File: src/verilog/sbst_consts.svh
`ifndef SBST_CONSTS_SVH
`define SBST_CONSTS_SVH

// Register lengths
`define SBST_IR_WIDTH 3
`define SBST_BSR_WIDTH 75
`define SBST_ID_WIDTH 32

// Instruction codes; the all-zero code is external test
`define SBST_INS_EXTEST 3'h0
`define SBST_INS_IDCODE 3'h1
`define SBST_INS_SAMPLE_Z 3'h2
`define SBST_INS_SAMPLE 3'h4
`define SBST_INS_BYPASS 3'h7

// Pattern loaded into the instruction shift stage in capture-instruction
`define SBST_IR_CAPTURE 3'h1

// Identification code; the value is arbitrary, bit 0 is one as the standard asks
`define SBST_ID_VALUE 32'h0a5c_3e01

// Reset values
`define SBST_BYPASS_CAPTURE 1'b0
`define SBST_PULLUP_LEVEL 1'b1

`endif

File: src/verilog/sbst_pkg.sv
`include "sbst_consts.svh"

package sbst_pkg;

	typedef enum logic [3:0] {
		SBST_TLR = 4'h0,
		SBST_RTI = 4'h1,
		SBST_SEL_DR = 4'h3,
		SBST_CAP_DR = 4'h2,
		SBST_SH_DR = 4'h6,
		SBST_EX1_DR = 4'h7,
		SBST_PA_DR = 4'h5,
		SBST_EX2_DR = 4'h4,
		SBST_UP_DR = 4'hc,
		SBST_SEL_IR = 4'hd,
		SBST_CAP_IR = 4'hf,
		SBST_SH_IR = 4'he,
		SBST_EX1_IR = 4'ha,
		SBST_PA_IR = 4'hb,
		SBST_EX2_IR = 4'h9,
		SBST_UP_IR = 4'h8
	} sbst_tap_state_type;

	typedef enum logic [1:0] {
		SBST_DR_BSR = 2'h0,
		SBST_DR_ID = 2'h1,
		SBST_DR_BYP = 2'h2
	} sbst_dr_sel_type;

	// Memory-side write control pins of the x18 variant, all active low
	typedef struct packed {
		logic write_en_n;
		logic byte_lane_a_select_n;
		logic byte_lane_b_select_n;
	} sbst_mem_pins_type;

	// Decoded write enables; each lane enable covers its lane_parity_bit too
	typedef struct packed {
		logic read_sel;
		logic lane_a_write;
		logic lane_b_write;
	} sbst_lane_write_type;

	typedef struct packed {
		logic tck_prev;
		sbst_tap_state_type tap;
		logic [`SBST_IR_WIDTH-1:0] ir;
		logic [`SBST_IR_WIDTH-1:0] ir_shift;
		logic [`SBST_BSR_WIDTH-1:0] bsr;
		logic [`SBST_ID_WIDTH-1:0] id;
		logic byp;
		logic tdo;
		logic tdo_oe;
		logic outputs_hiz;
		sbst_lane_write_type lanes;
	} sbst_state_type;

endpackage : sbst_pkg

File: src/verilog/sbst_sync.sv
`timescale 1ns/1ps
`default_nettype none

module sbst_sync #(
	parameter int WIDTH = 1,
	parameter logic [WIDTH-1:0] RST_VAL = '0
) (
	input wire logic mclk,
	input wire logic sys_rst,
	input wire logic [WIDTH-1:0] async_in,
	output logic [WIDTH-1:0] sync_out
);

	// First stage is read only by the second stage
	logic [WIDTH-1:0] stage1_ff;
	logic [WIDTH-1:0] stage2_ff;

	always_ff @(posedge mclk or posedge sys_rst) begin
		if (sys_rst) begin
			stage1_ff <= RST_VAL;
			stage2_ff <= RST_VAL;
		end else begin
			stage1_ff <= async_in;
			stage2_ff <= stage1_ff;
		end
	end

	assign sync_out = stage2_ff;

endmodule : sbst_sync

`default_nettype wire

File: src/verilog/sbst_tap.sv
// Behaviour
// - Sample on test clock rise, drive on fall
// - Mode select steers states, pulled high
// - Data in to MSB, out from LSB
// - Data out driven only in shift states
// - Five high mode clocks reach test-logic-reset
// - Test reset leaves memory operation untouched
// - Power-up reset floats serial data out
// - Instruction selects exactly one data register
// - Three-bit instruction, identification on reset
// - Capture-instruction loads 01 into low bits
// - New instruction acts only after update-instruction
// - Bypass is one bit, captured as zero
// - 75-bit boundary register captures and shifts ring
// - Identification code captured then shifted out
// - No preload; test instructions only capture ring
// - All-zero code samples and floats memory outputs
// - Sample-float selects boundary register, floats outputs
// - Write enable high reads; select pairs decode
// - Bypass instruction puts bypass bit in path
// - Update-data under sample changes nothing
`timescale 1ns/1ps
`default_nettype none

`include "sbst_consts.svh"

module sbst_tap
	import sbst_pkg::*;
#(
	parameter int IR_WIDTH = `SBST_IR_WIDTH,
	parameter int BSR_WIDTH = `SBST_BSR_WIDTH,
	parameter int ID_WIDTH = `SBST_ID_WIDTH,
	parameter logic [`SBST_ID_WIDTH-1:0] ID_VALUE = `SBST_ID_VALUE
) (
	input wire logic mclk,
	input wire logic sys_rst,
	input wire logic tck,
	input wire logic tms,
	input wire logic tdi,
	input wire logic [`SBST_BSR_WIDTH-1:0] pin_ring,
	input wire sbst_mem_pins_type mem_pins,
	output logic tdo,
	output logic tdo_oe,
	output logic outputs_hiz,
	output sbst_lane_write_type lane_write
);

	////////////////////////////////////////////////////////////////////////////
	// Synchronisers

	logic [`SBST_BSR_WIDTH-1:0] ring_sync;
	logic [2:0] mem_sync;
	logic tck_s;
	logic tms_s;
	logic tdi_s;
	sbst_mem_pins_type mem_s;

	// Test clock idles low, so no false rise follows reset
	sbst_sync #(
		.WIDTH(1),
		.RST_VAL(1'b0)
	) u_tck_sync (
		.mclk(mclk),
		.sys_rst(sys_rst),
		.async_in(tck),
		.sync_out(tck_s)
	);

	// Unconnected mode select and data in read high, as the pull-ups make them
	sbst_sync #(
		.WIDTH(1),
		.RST_VAL(`SBST_PULLUP_LEVEL)
	) u_tms_sync (
		.mclk(mclk),
		.sys_rst(sys_rst),
		.async_in(tms),
		.sync_out(tms_s)
	);

	sbst_sync #(
		.WIDTH(1),
		.RST_VAL(`SBST_PULLUP_LEVEL)
	) u_tdi_sync (
		.mclk(mclk),
		.sys_rst(sys_rst),
		.async_in(tdi),
		.sync_out(tdi_s)
	);

	// The ring may move while it is captured; a value in transition is not guaranteed
	sbst_sync #(
		.WIDTH(`SBST_BSR_WIDTH),
		.RST_VAL('0)
	) u_ring_sync (
		.mclk(mclk),
		.sys_rst(sys_rst),
		.async_in(pin_ring),
		.sync_out(ring_sync)
	);

	// Write controls idle high so nothing is written out of reset
	sbst_sync #(
		.WIDTH(3),
		.RST_VAL(3'h7)
	) u_mem_sync (
		.mclk(mclk),
		.sys_rst(sys_rst),
		.async_in(mem_pins),
		.sync_out(mem_sync)
	);

	assign mem_s = sbst_mem_pins_type'(mem_sync);

	////////////////////////////////////////////////////////////////////////////
	// Helpers

	function automatic sbst_tap_state_type tap_next(input sbst_tap_state_type cur, input logic m);
		case (cur)
			SBST_TLR: tap_next = m ? SBST_TLR : SBST_RTI;
			SBST_RTI: tap_next = m ? SBST_SEL_DR : SBST_RTI;
			SBST_SEL_DR: tap_next = m ? SBST_SEL_IR : SBST_CAP_DR;
			SBST_CAP_DR: tap_next = m ? SBST_EX1_DR : SBST_SH_DR;
			SBST_SH_DR: tap_next = m ? SBST_EX1_DR : SBST_SH_DR;
			SBST_EX1_DR: tap_next = m ? SBST_UP_DR : SBST_PA_DR;
			SBST_PA_DR: tap_next = m ? SBST_EX2_DR : SBST_PA_DR;
			SBST_EX2_DR: tap_next = m ? SBST_UP_DR : SBST_SH_DR;
			SBST_UP_DR: tap_next = m ? SBST_SEL_DR : SBST_RTI;
			SBST_SEL_IR: tap_next = m ? SBST_TLR : SBST_CAP_IR;
			SBST_CAP_IR: tap_next = m ? SBST_EX1_IR : SBST_SH_IR;
			SBST_SH_IR: tap_next = m ? SBST_EX1_IR : SBST_SH_IR;
			SBST_EX1_IR: tap_next = m ? SBST_UP_IR : SBST_PA_IR;
			SBST_PA_IR: tap_next = m ? SBST_EX2_IR : SBST_PA_IR;
			SBST_EX2_IR: tap_next = m ? SBST_UP_IR : SBST_SH_IR;
			SBST_UP_IR: tap_next = m ? SBST_SEL_DR : SBST_RTI;
			default: tap_next = SBST_TLR;
		endcase
	endfunction : tap_next

	// Reserved codes are loaded by update-instruction like any other; they fall to bypass so the
	// chain length stays defined when one is loaded
	function automatic sbst_dr_sel_type dr_select(input logic [`SBST_IR_WIDTH-1:0] ins);
		case (ins)
			`SBST_INS_EXTEST: dr_select = SBST_DR_BSR;
			`SBST_INS_SAMPLE: dr_select = SBST_DR_BSR;
			`SBST_INS_SAMPLE_Z: dr_select = SBST_DR_BSR;
			`SBST_INS_IDCODE: dr_select = SBST_DR_ID;
			`SBST_INS_BYPASS: dr_select = SBST_DR_BYP;
			default: dr_select = SBST_DR_BYP;
		endcase
	endfunction : dr_select

	// Only the two floating instructions release the memory outputs; sample and
	// the reserved codes leave them driven
	function automatic logic floats_outputs(input logic [`SBST_IR_WIDTH-1:0] ins);
		case (ins)
			`SBST_INS_EXTEST: floats_outputs = 1'b1;
			`SBST_INS_SAMPLE_Z: floats_outputs = 1'b1;
			`SBST_INS_SAMPLE: floats_outputs = 1'b0;
			`SBST_INS_IDCODE: floats_outputs = 1'b0;
			`SBST_INS_BYPASS: floats_outputs = 1'b0;
			default: floats_outputs = 1'b0;
		endcase
	endfunction : floats_outputs

	// Serial out always comes from bit 0 of the register the instruction picked
	function automatic logic dr_out_bit(input sbst_dr_sel_type sel, input sbst_state_type s);
		case (sel)
			SBST_DR_BSR: dr_out_bit = s.bsr[0];
			SBST_DR_ID: dr_out_bit = s.id[0];
			SBST_DR_BYP: dr_out_bit = s.byp;
			default: dr_out_bit = s.byp;
		endcase
	endfunction : dr_out_bit

	// Write decode as a table; with write enable low, a low select writes its byte lane with its lane_parity_bit
	function automatic sbst_lane_write_type lane_decode(input sbst_mem_pins_type p);
		case ({p.write_en_n, p.byte_lane_a_select_n, p.byte_lane_b_select_n})
			3'h0: lane_decode = '{read_sel: 1'b0, lane_a_write: 1'b1, lane_b_write: 1'b1};
			3'h1: lane_decode = '{read_sel: 1'b0, lane_a_write: 1'b1, lane_b_write: 1'b0};
			3'h2: lane_decode = '{read_sel: 1'b0, lane_a_write: 1'b0, lane_b_write: 1'b1};
			3'h3: lane_decode = '{read_sel: 1'b0, lane_a_write: 1'b0, lane_b_write: 1'b0};
			default: lane_decode = '{read_sel: 1'b1, lane_a_write: 1'b0, lane_b_write: 1'b0};
		endcase
	endfunction : lane_decode

	////////////////////////////////////////////////////////////////////////////
	// State

	sbst_state_type state_ff;
	sbst_state_type nxt_state;
	logic tck_rise;
	logic tck_fall;
	sbst_dr_sel_type dr_sel;

	assign tck_rise = tck_s & ~state_ff.tck_prev;
	assign tck_fall = ~tck_s & state_ff.tck_prev;
	assign dr_sel = dr_select(state_ff.ir);

	always_comb begin
		nxt_state = state_ff;
		nxt_state.tck_prev = tck_s;

		// Rising test clock edge: sample mode select and data in
		if (tck_rise) begin
			nxt_state.tap = tap_next(state_ff.tap, tms_s);
			case (state_ff.tap)
				SBST_CAP_IR: begin
					nxt_state.ir_shift = `SBST_IR_CAPTURE;
				end
				SBST_SH_IR: begin
					nxt_state.ir_shift = {tdi_s, state_ff.ir_shift[IR_WIDTH-1:1]};
				end
				SBST_CAP_DR: begin
					case (dr_sel)
						SBST_DR_BSR: nxt_state.bsr = ring_sync;
						SBST_DR_ID: nxt_state.id = ID_VALUE;
						SBST_DR_BYP: nxt_state.byp = `SBST_BYPASS_CAPTURE;
						default: nxt_state.byp = `SBST_BYPASS_CAPTURE;
					endcase
				end
				SBST_SH_DR: begin
					case (dr_sel)
						SBST_DR_BSR: nxt_state.bsr = {tdi_s, state_ff.bsr[BSR_WIDTH-1:1]};
						SBST_DR_ID: nxt_state.id = {tdi_s, state_ff.id[ID_WIDTH-1:1]};
						SBST_DR_BYP: nxt_state.byp = tdi_s;
						default: nxt_state.byp = tdi_s;
					endcase
				end
				// Update-data has no preload stage behind it, so it acts like a pause
				SBST_UP_DR: begin
					nxt_state.bsr = state_ff.bsr;
				end
				default: begin
					nxt_state.ir_shift = state_ff.ir_shift;
				end
			endcase
			// Entering test-logic-reset restores the identification instruction
			if (nxt_state.tap == SBST_TLR) begin
				nxt_state.ir = `SBST_INS_IDCODE;
				nxt_state.outputs_hiz = 1'b0;
			end
		end

		// Falling test clock edge: drive outputs and commit a new instruction
		if (tck_fall) begin
			case (state_ff.tap)
				SBST_SH_IR: begin
					nxt_state.tdo = state_ff.ir_shift[0];
					nxt_state.tdo_oe = 1'b1;
				end
				SBST_SH_DR: begin
					nxt_state.tdo = dr_out_bit(dr_sel, state_ff);
					nxt_state.tdo_oe = 1'b1;
				end
				SBST_UP_IR: begin
					nxt_state.ir = state_ff.ir_shift;
					nxt_state.outputs_hiz = floats_outputs(state_ff.ir_shift);
					nxt_state.tdo_oe = 1'b0;
				end
				default: begin
					nxt_state.tdo_oe = 1'b0;
				end
			endcase
		end

		// Memory write decode runs on every clock and ignores the test port state
		nxt_state.lanes = lane_decode(mem_s);
	end

	always_ff @(posedge mclk or posedge sys_rst) begin
		if (sys_rst) begin
			state_ff.tck_prev <= 1'b0;
			state_ff.tap <= SBST_TLR;
			state_ff.ir <= `SBST_INS_IDCODE;
			state_ff.ir_shift <= `SBST_IR_CAPTURE;
			state_ff.bsr <= '0;
			state_ff.id <= '0;
			state_ff.byp <= `SBST_BYPASS_CAPTURE;
			state_ff.tdo <= 1'b0;
			state_ff.tdo_oe <= 1'b0;
			state_ff.outputs_hiz <= 1'b0;
			// Out of reset the memory sees a read, never a stray write
			state_ff.lanes.read_sel <= 1'b1;
			state_ff.lanes.lane_a_write <= 1'b0;
			state_ff.lanes.lane_b_write <= 1'b0;
		end else begin
			state_ff <= nxt_state;
		end
	end

	////////////////////////////////////////////////////////////////////////////
	// Outputs

	assign tdo = state_ff.tdo;
	assign tdo_oe = state_ff.tdo_oe;
	assign outputs_hiz = state_ff.outputs_hiz;
	assign lane_write = state_ff.lanes;

endmodule : sbst_tap

`default_nettype wire
File: config.mk
export PLATFORM = sky130hd
export DESIGN_NAME = sbst_tap
export DESIGN_NICKNAME = d
export VERILOG_FILES = /design/src/verilog/sbst_pkg.sv /design/src/verilog/sbst_sync.sv /design/src/verilog/sbst_tap.sv
export VERILOG_INCLUDE_DIRS = /design/src /design/src/verilog
export SDC_FILE = /design/constraint.sdc
export NUM_CORES = 1
export LEC_CHECK = 0
export BUFFER_PORTS_ARGS = -buffer_cell sky130_fd_sc_hd__buf_2
export CORE_UTILIZATION = 40
export CTS_CLUSTER_SIZE = 24
export DETAILED_ROUTE_END_ITERATION = 16
export GPL_ROUTABILITY_DRIVEN = 0
export GPL_TIMING_DRIVEN = 0
export MAX_ROUTING_LAYER = met4
export PLACE_DENSITY_LB_ADDON = 0.05
export SLEW_MARGIN = 25
export SYNTH_ARGS = -nofsm -noshare
export SYNTH_HDL_FRONTEND = slang
export SYNTH_SLANG_ARGS = --single-unit
File: constraint.sdc
create_clock -name mclk -period 12.7 [get_ports mclk]
set_clock_uncertainty 0.1 [all_clocks]
set_input_delay 2.54 -clock mclk [delete_from_list [all_inputs] [get_ports mclk]]
set_output_delay 2.54 -clock mclk [all_outputs]
set_load 0.1 [all_outputs]
==> impl_metrics.toml <==
[run_status]
status = "finished, final reports clean"

[setup_path]
critPathLaunchType = "register"
path_buf_inv = 2
arrival_ns = 1.57
crit_slowest_cell = "dfstp_2"
cp_max_fo = 1
r2r-end = "state_ff[60]"
critical_path_class = "reg -> out"
cpPeakStageDelay_ns = 0.51
reg2reg_slack_ns = 10.69
worstPathCellList = "buf_4 > buf_2"
end_kind = "output port"
reg2reg_depth = 7
path_delay_family = "flip-flops"
worstReg2RegStart = "state_ff[120]"
worstPathRequired_ns = 10.06

[routing]
vias = 5588
wire_per_inst_um = 14.1
finalWirelength_um = 16900
drt-vias-per-instance = 4.64
drt_iter0_drc = 346
drc = 0
ant_nets = 0
dr.pass1.iters = 4

[timing]
rsz0062_at_grt = "no"
fmax_ghz = 0.238
finalCritPeriodShare = 0.332
slew_viol_final = 0
max_slew_margin = 0.631
holdWs_ns = 0.240
tightestPinTransition_ns = 0.549
worst_slack_ns = 8.49
setup_viol = 0
finalSetupTns_ns = 0
layout_min_cycle_time_ns = 4.21
hold_viol_final = 0

[synthesis]
syn_area_um2 = 9830
synth-edff-count = 0
netlist_top_cells_area = "dfrtp_1 70%, mux2i_1 7.5%, nand2_1 5.5%, dfstp_2 3.5%, o21ai_0 2.9%"
syn-mean-instance-area_um2 = 13.4
ys_seq_area_frac = 0.732
synth_warnings = 0
synth_seq_cells = 287
synth_top_area_frac = 0.697
yosys_most_used_dff = "dfrtp_1"
synth_top_cell_by_area = "dfrtp_1"
synthArstFlopShare = 1.00
synth.net_count = 816
syn_inst = 733
ys_types = 47

[clock_network]
path_clk_slew_ns = 0.06
cts_tree = "done"
post_cts_resized = 0
cts_root_buffer = "clkbuf_16"
post_cts_buffers = 0
clk_path_buf_depth = 3
clock_latency_ns = 0.56
numCtsBuffers = 30
hold_buffers = 0
h-tree-depth = 1
clkSinkCount = 287

[power_and_ir_drop]
worst_ir_drop_vdd_uv = 162
powerDensity_nw_per_um2 = 199
p_leak_nw = 5.50

[final_layout]
num_antenna_cells = 0
final_cell_mix = "274 x dfrtp_1, 145 x nand2_1, 105 x buf_2, 74 x mux2i_1, 57 x o21ai_0"
final_area_um2 = 11900
utilization = 0.493
seq_area_um2 = 7200
fillers = 2176
nets = 939
multi_input_area_um2 = 2290
drive_gt1_frac = 0.224
area.growth.synth_to_final_pct = 21.5
layout_commonest_cell = "dfrtp_1"

[worst_hold_path]
min_path_type = "reg -> reg"
min_path_cells = 0
worst_hold_startpoint = "u_ring_sync.stage1_ff[58]"
holdPathEnd = "u_ring_sync.sync_out[58]"

[global_routing]
grt_max_degree = 108
grtUsageTotal = 0.147
grt_pass1_vias = 5936
antenna_found_initial = 0
grt_pass1_wl_um = 29600
overflow = 0

[die]
rows = 57
ios = 89
die_w_um = 159
die_h_um = 159
die_area_um2 = 25200
start_util = 0.406
core_um2 = 24200

[placed_design]
numPortBuffers = 88
pre_cts_ws_ns = 8.91
placed_area_um2 = 10800
hpwlAfterDp_um = 10900

[job]
cap_violations = 0
[per-layer routing]
metal,vias to the layer above,share of wire,global-route usage
li1,2702,-,-
met1,2746,0.48,0.204
met2,99,0.46,0.220
met3,41,0.040,0.0259
met4,0,0.028,0.0468
met5,-,0,-
[report_power, final]
group	leakage [nW]	internal, mW	switching (mW)
Clock	0.580	0.652	0.353
Sequential	3.55	1.04	0.0666
Combinational	1.38	0.103	0.164
Total	5.50	1.80	0.584
[sequential cells by signal (all words and copies together), names as in the netlist, 3 cells and up]
signal                 cells
u_mem_sync.sync_out        3
state_ff                 119
u_mem_sync.stage1_ff       3
u_ring_sync.sync_out      75
u_ring_sync.stage1_ff     75
lane_write                 3
[worst reg2reg max path, delay by kind of cell, from the launching register on]
family / cells / cell delay (ns)
buffers and inverters: 3 / 0.70
and+or+nand+nor: 3 / 0.63
DFF: 1 / 0.35
AOI/OAI and AO/OA: 1 / 0.09
[cell usage after synthesis, types with 6 or more instances]
| cell | count |
|---|---|
| o21ai_0 | 57 |
| buf_6 | 6 |
| mux2i_1 | 74 |
| dfrtp_1 | 274 |
| dfstp_2 | 13 |
| buf_2 | 17 |
| a21oi_1 | 9 |
| clkbuf_1 | 14 |
| o21ai_1 | 35 |
| nand2_1 | 145 |
| nand3_1 | 23 |
[cell type report]
cell class | count | share of cell area
Clock inverter | 16 | 0.0276
Timing Repair Buffer | 91 | 0.0438
Sequential cell | 287 | 0.602
Tap cell | 324 | 0.0339
Clock buffer | 40 | 0.0710
Buffer | 47 | 0.0274
Inverter | 5 | 0.00220
Multi-Input combinational cell | 394 | 0.192
[stage by stage]
| stage | std cells | total power, mW |
|---|---|---|
| after global placement | 1145 | 1.38 |
| after detailed placement | 1148 | 1.40 |
| after CTS | 1204 | 2.42 |
| after global routing | 1204 | 2.51 |
| final | 1204 | 2.38 |
| after floorplan | 733 | 1.31 |
[how the worst max path moves through the flow]
| stage | cells past startpoint | endpoint | startpoint |
|---|---|---|---|
| after global placement | 2 | state_ff[28] | sys_rst |
| after detailed placement | 4 | state_ff[114] | sys_rst |
| after global routing | 2 | lane_write[2] | lane_write[2] |
| after CTS | 2 | lane_write[2] | lane_write[2] |
| after floorplan | 1 | lane_write[0] | sys_rst |
| final | 2 | lane_write[2] | lane_write[2] |
[cell families (layout without fill, tap and decap cells)]
kind of cell               Yosys count  count (layout)  share of synthesized area
AOI/OAI and AO/OA                  120             120                     0.0671
adders and majority gates            1               1                    0.00102
DFF                                287             287                      0.732
and+or+nand+nor                    197             197                     0.0870
muxes                               76              76                     0.0776
buffers and inverters               52             199                     0.0352
Note: power is estimated with default switching activity, not from simulation.
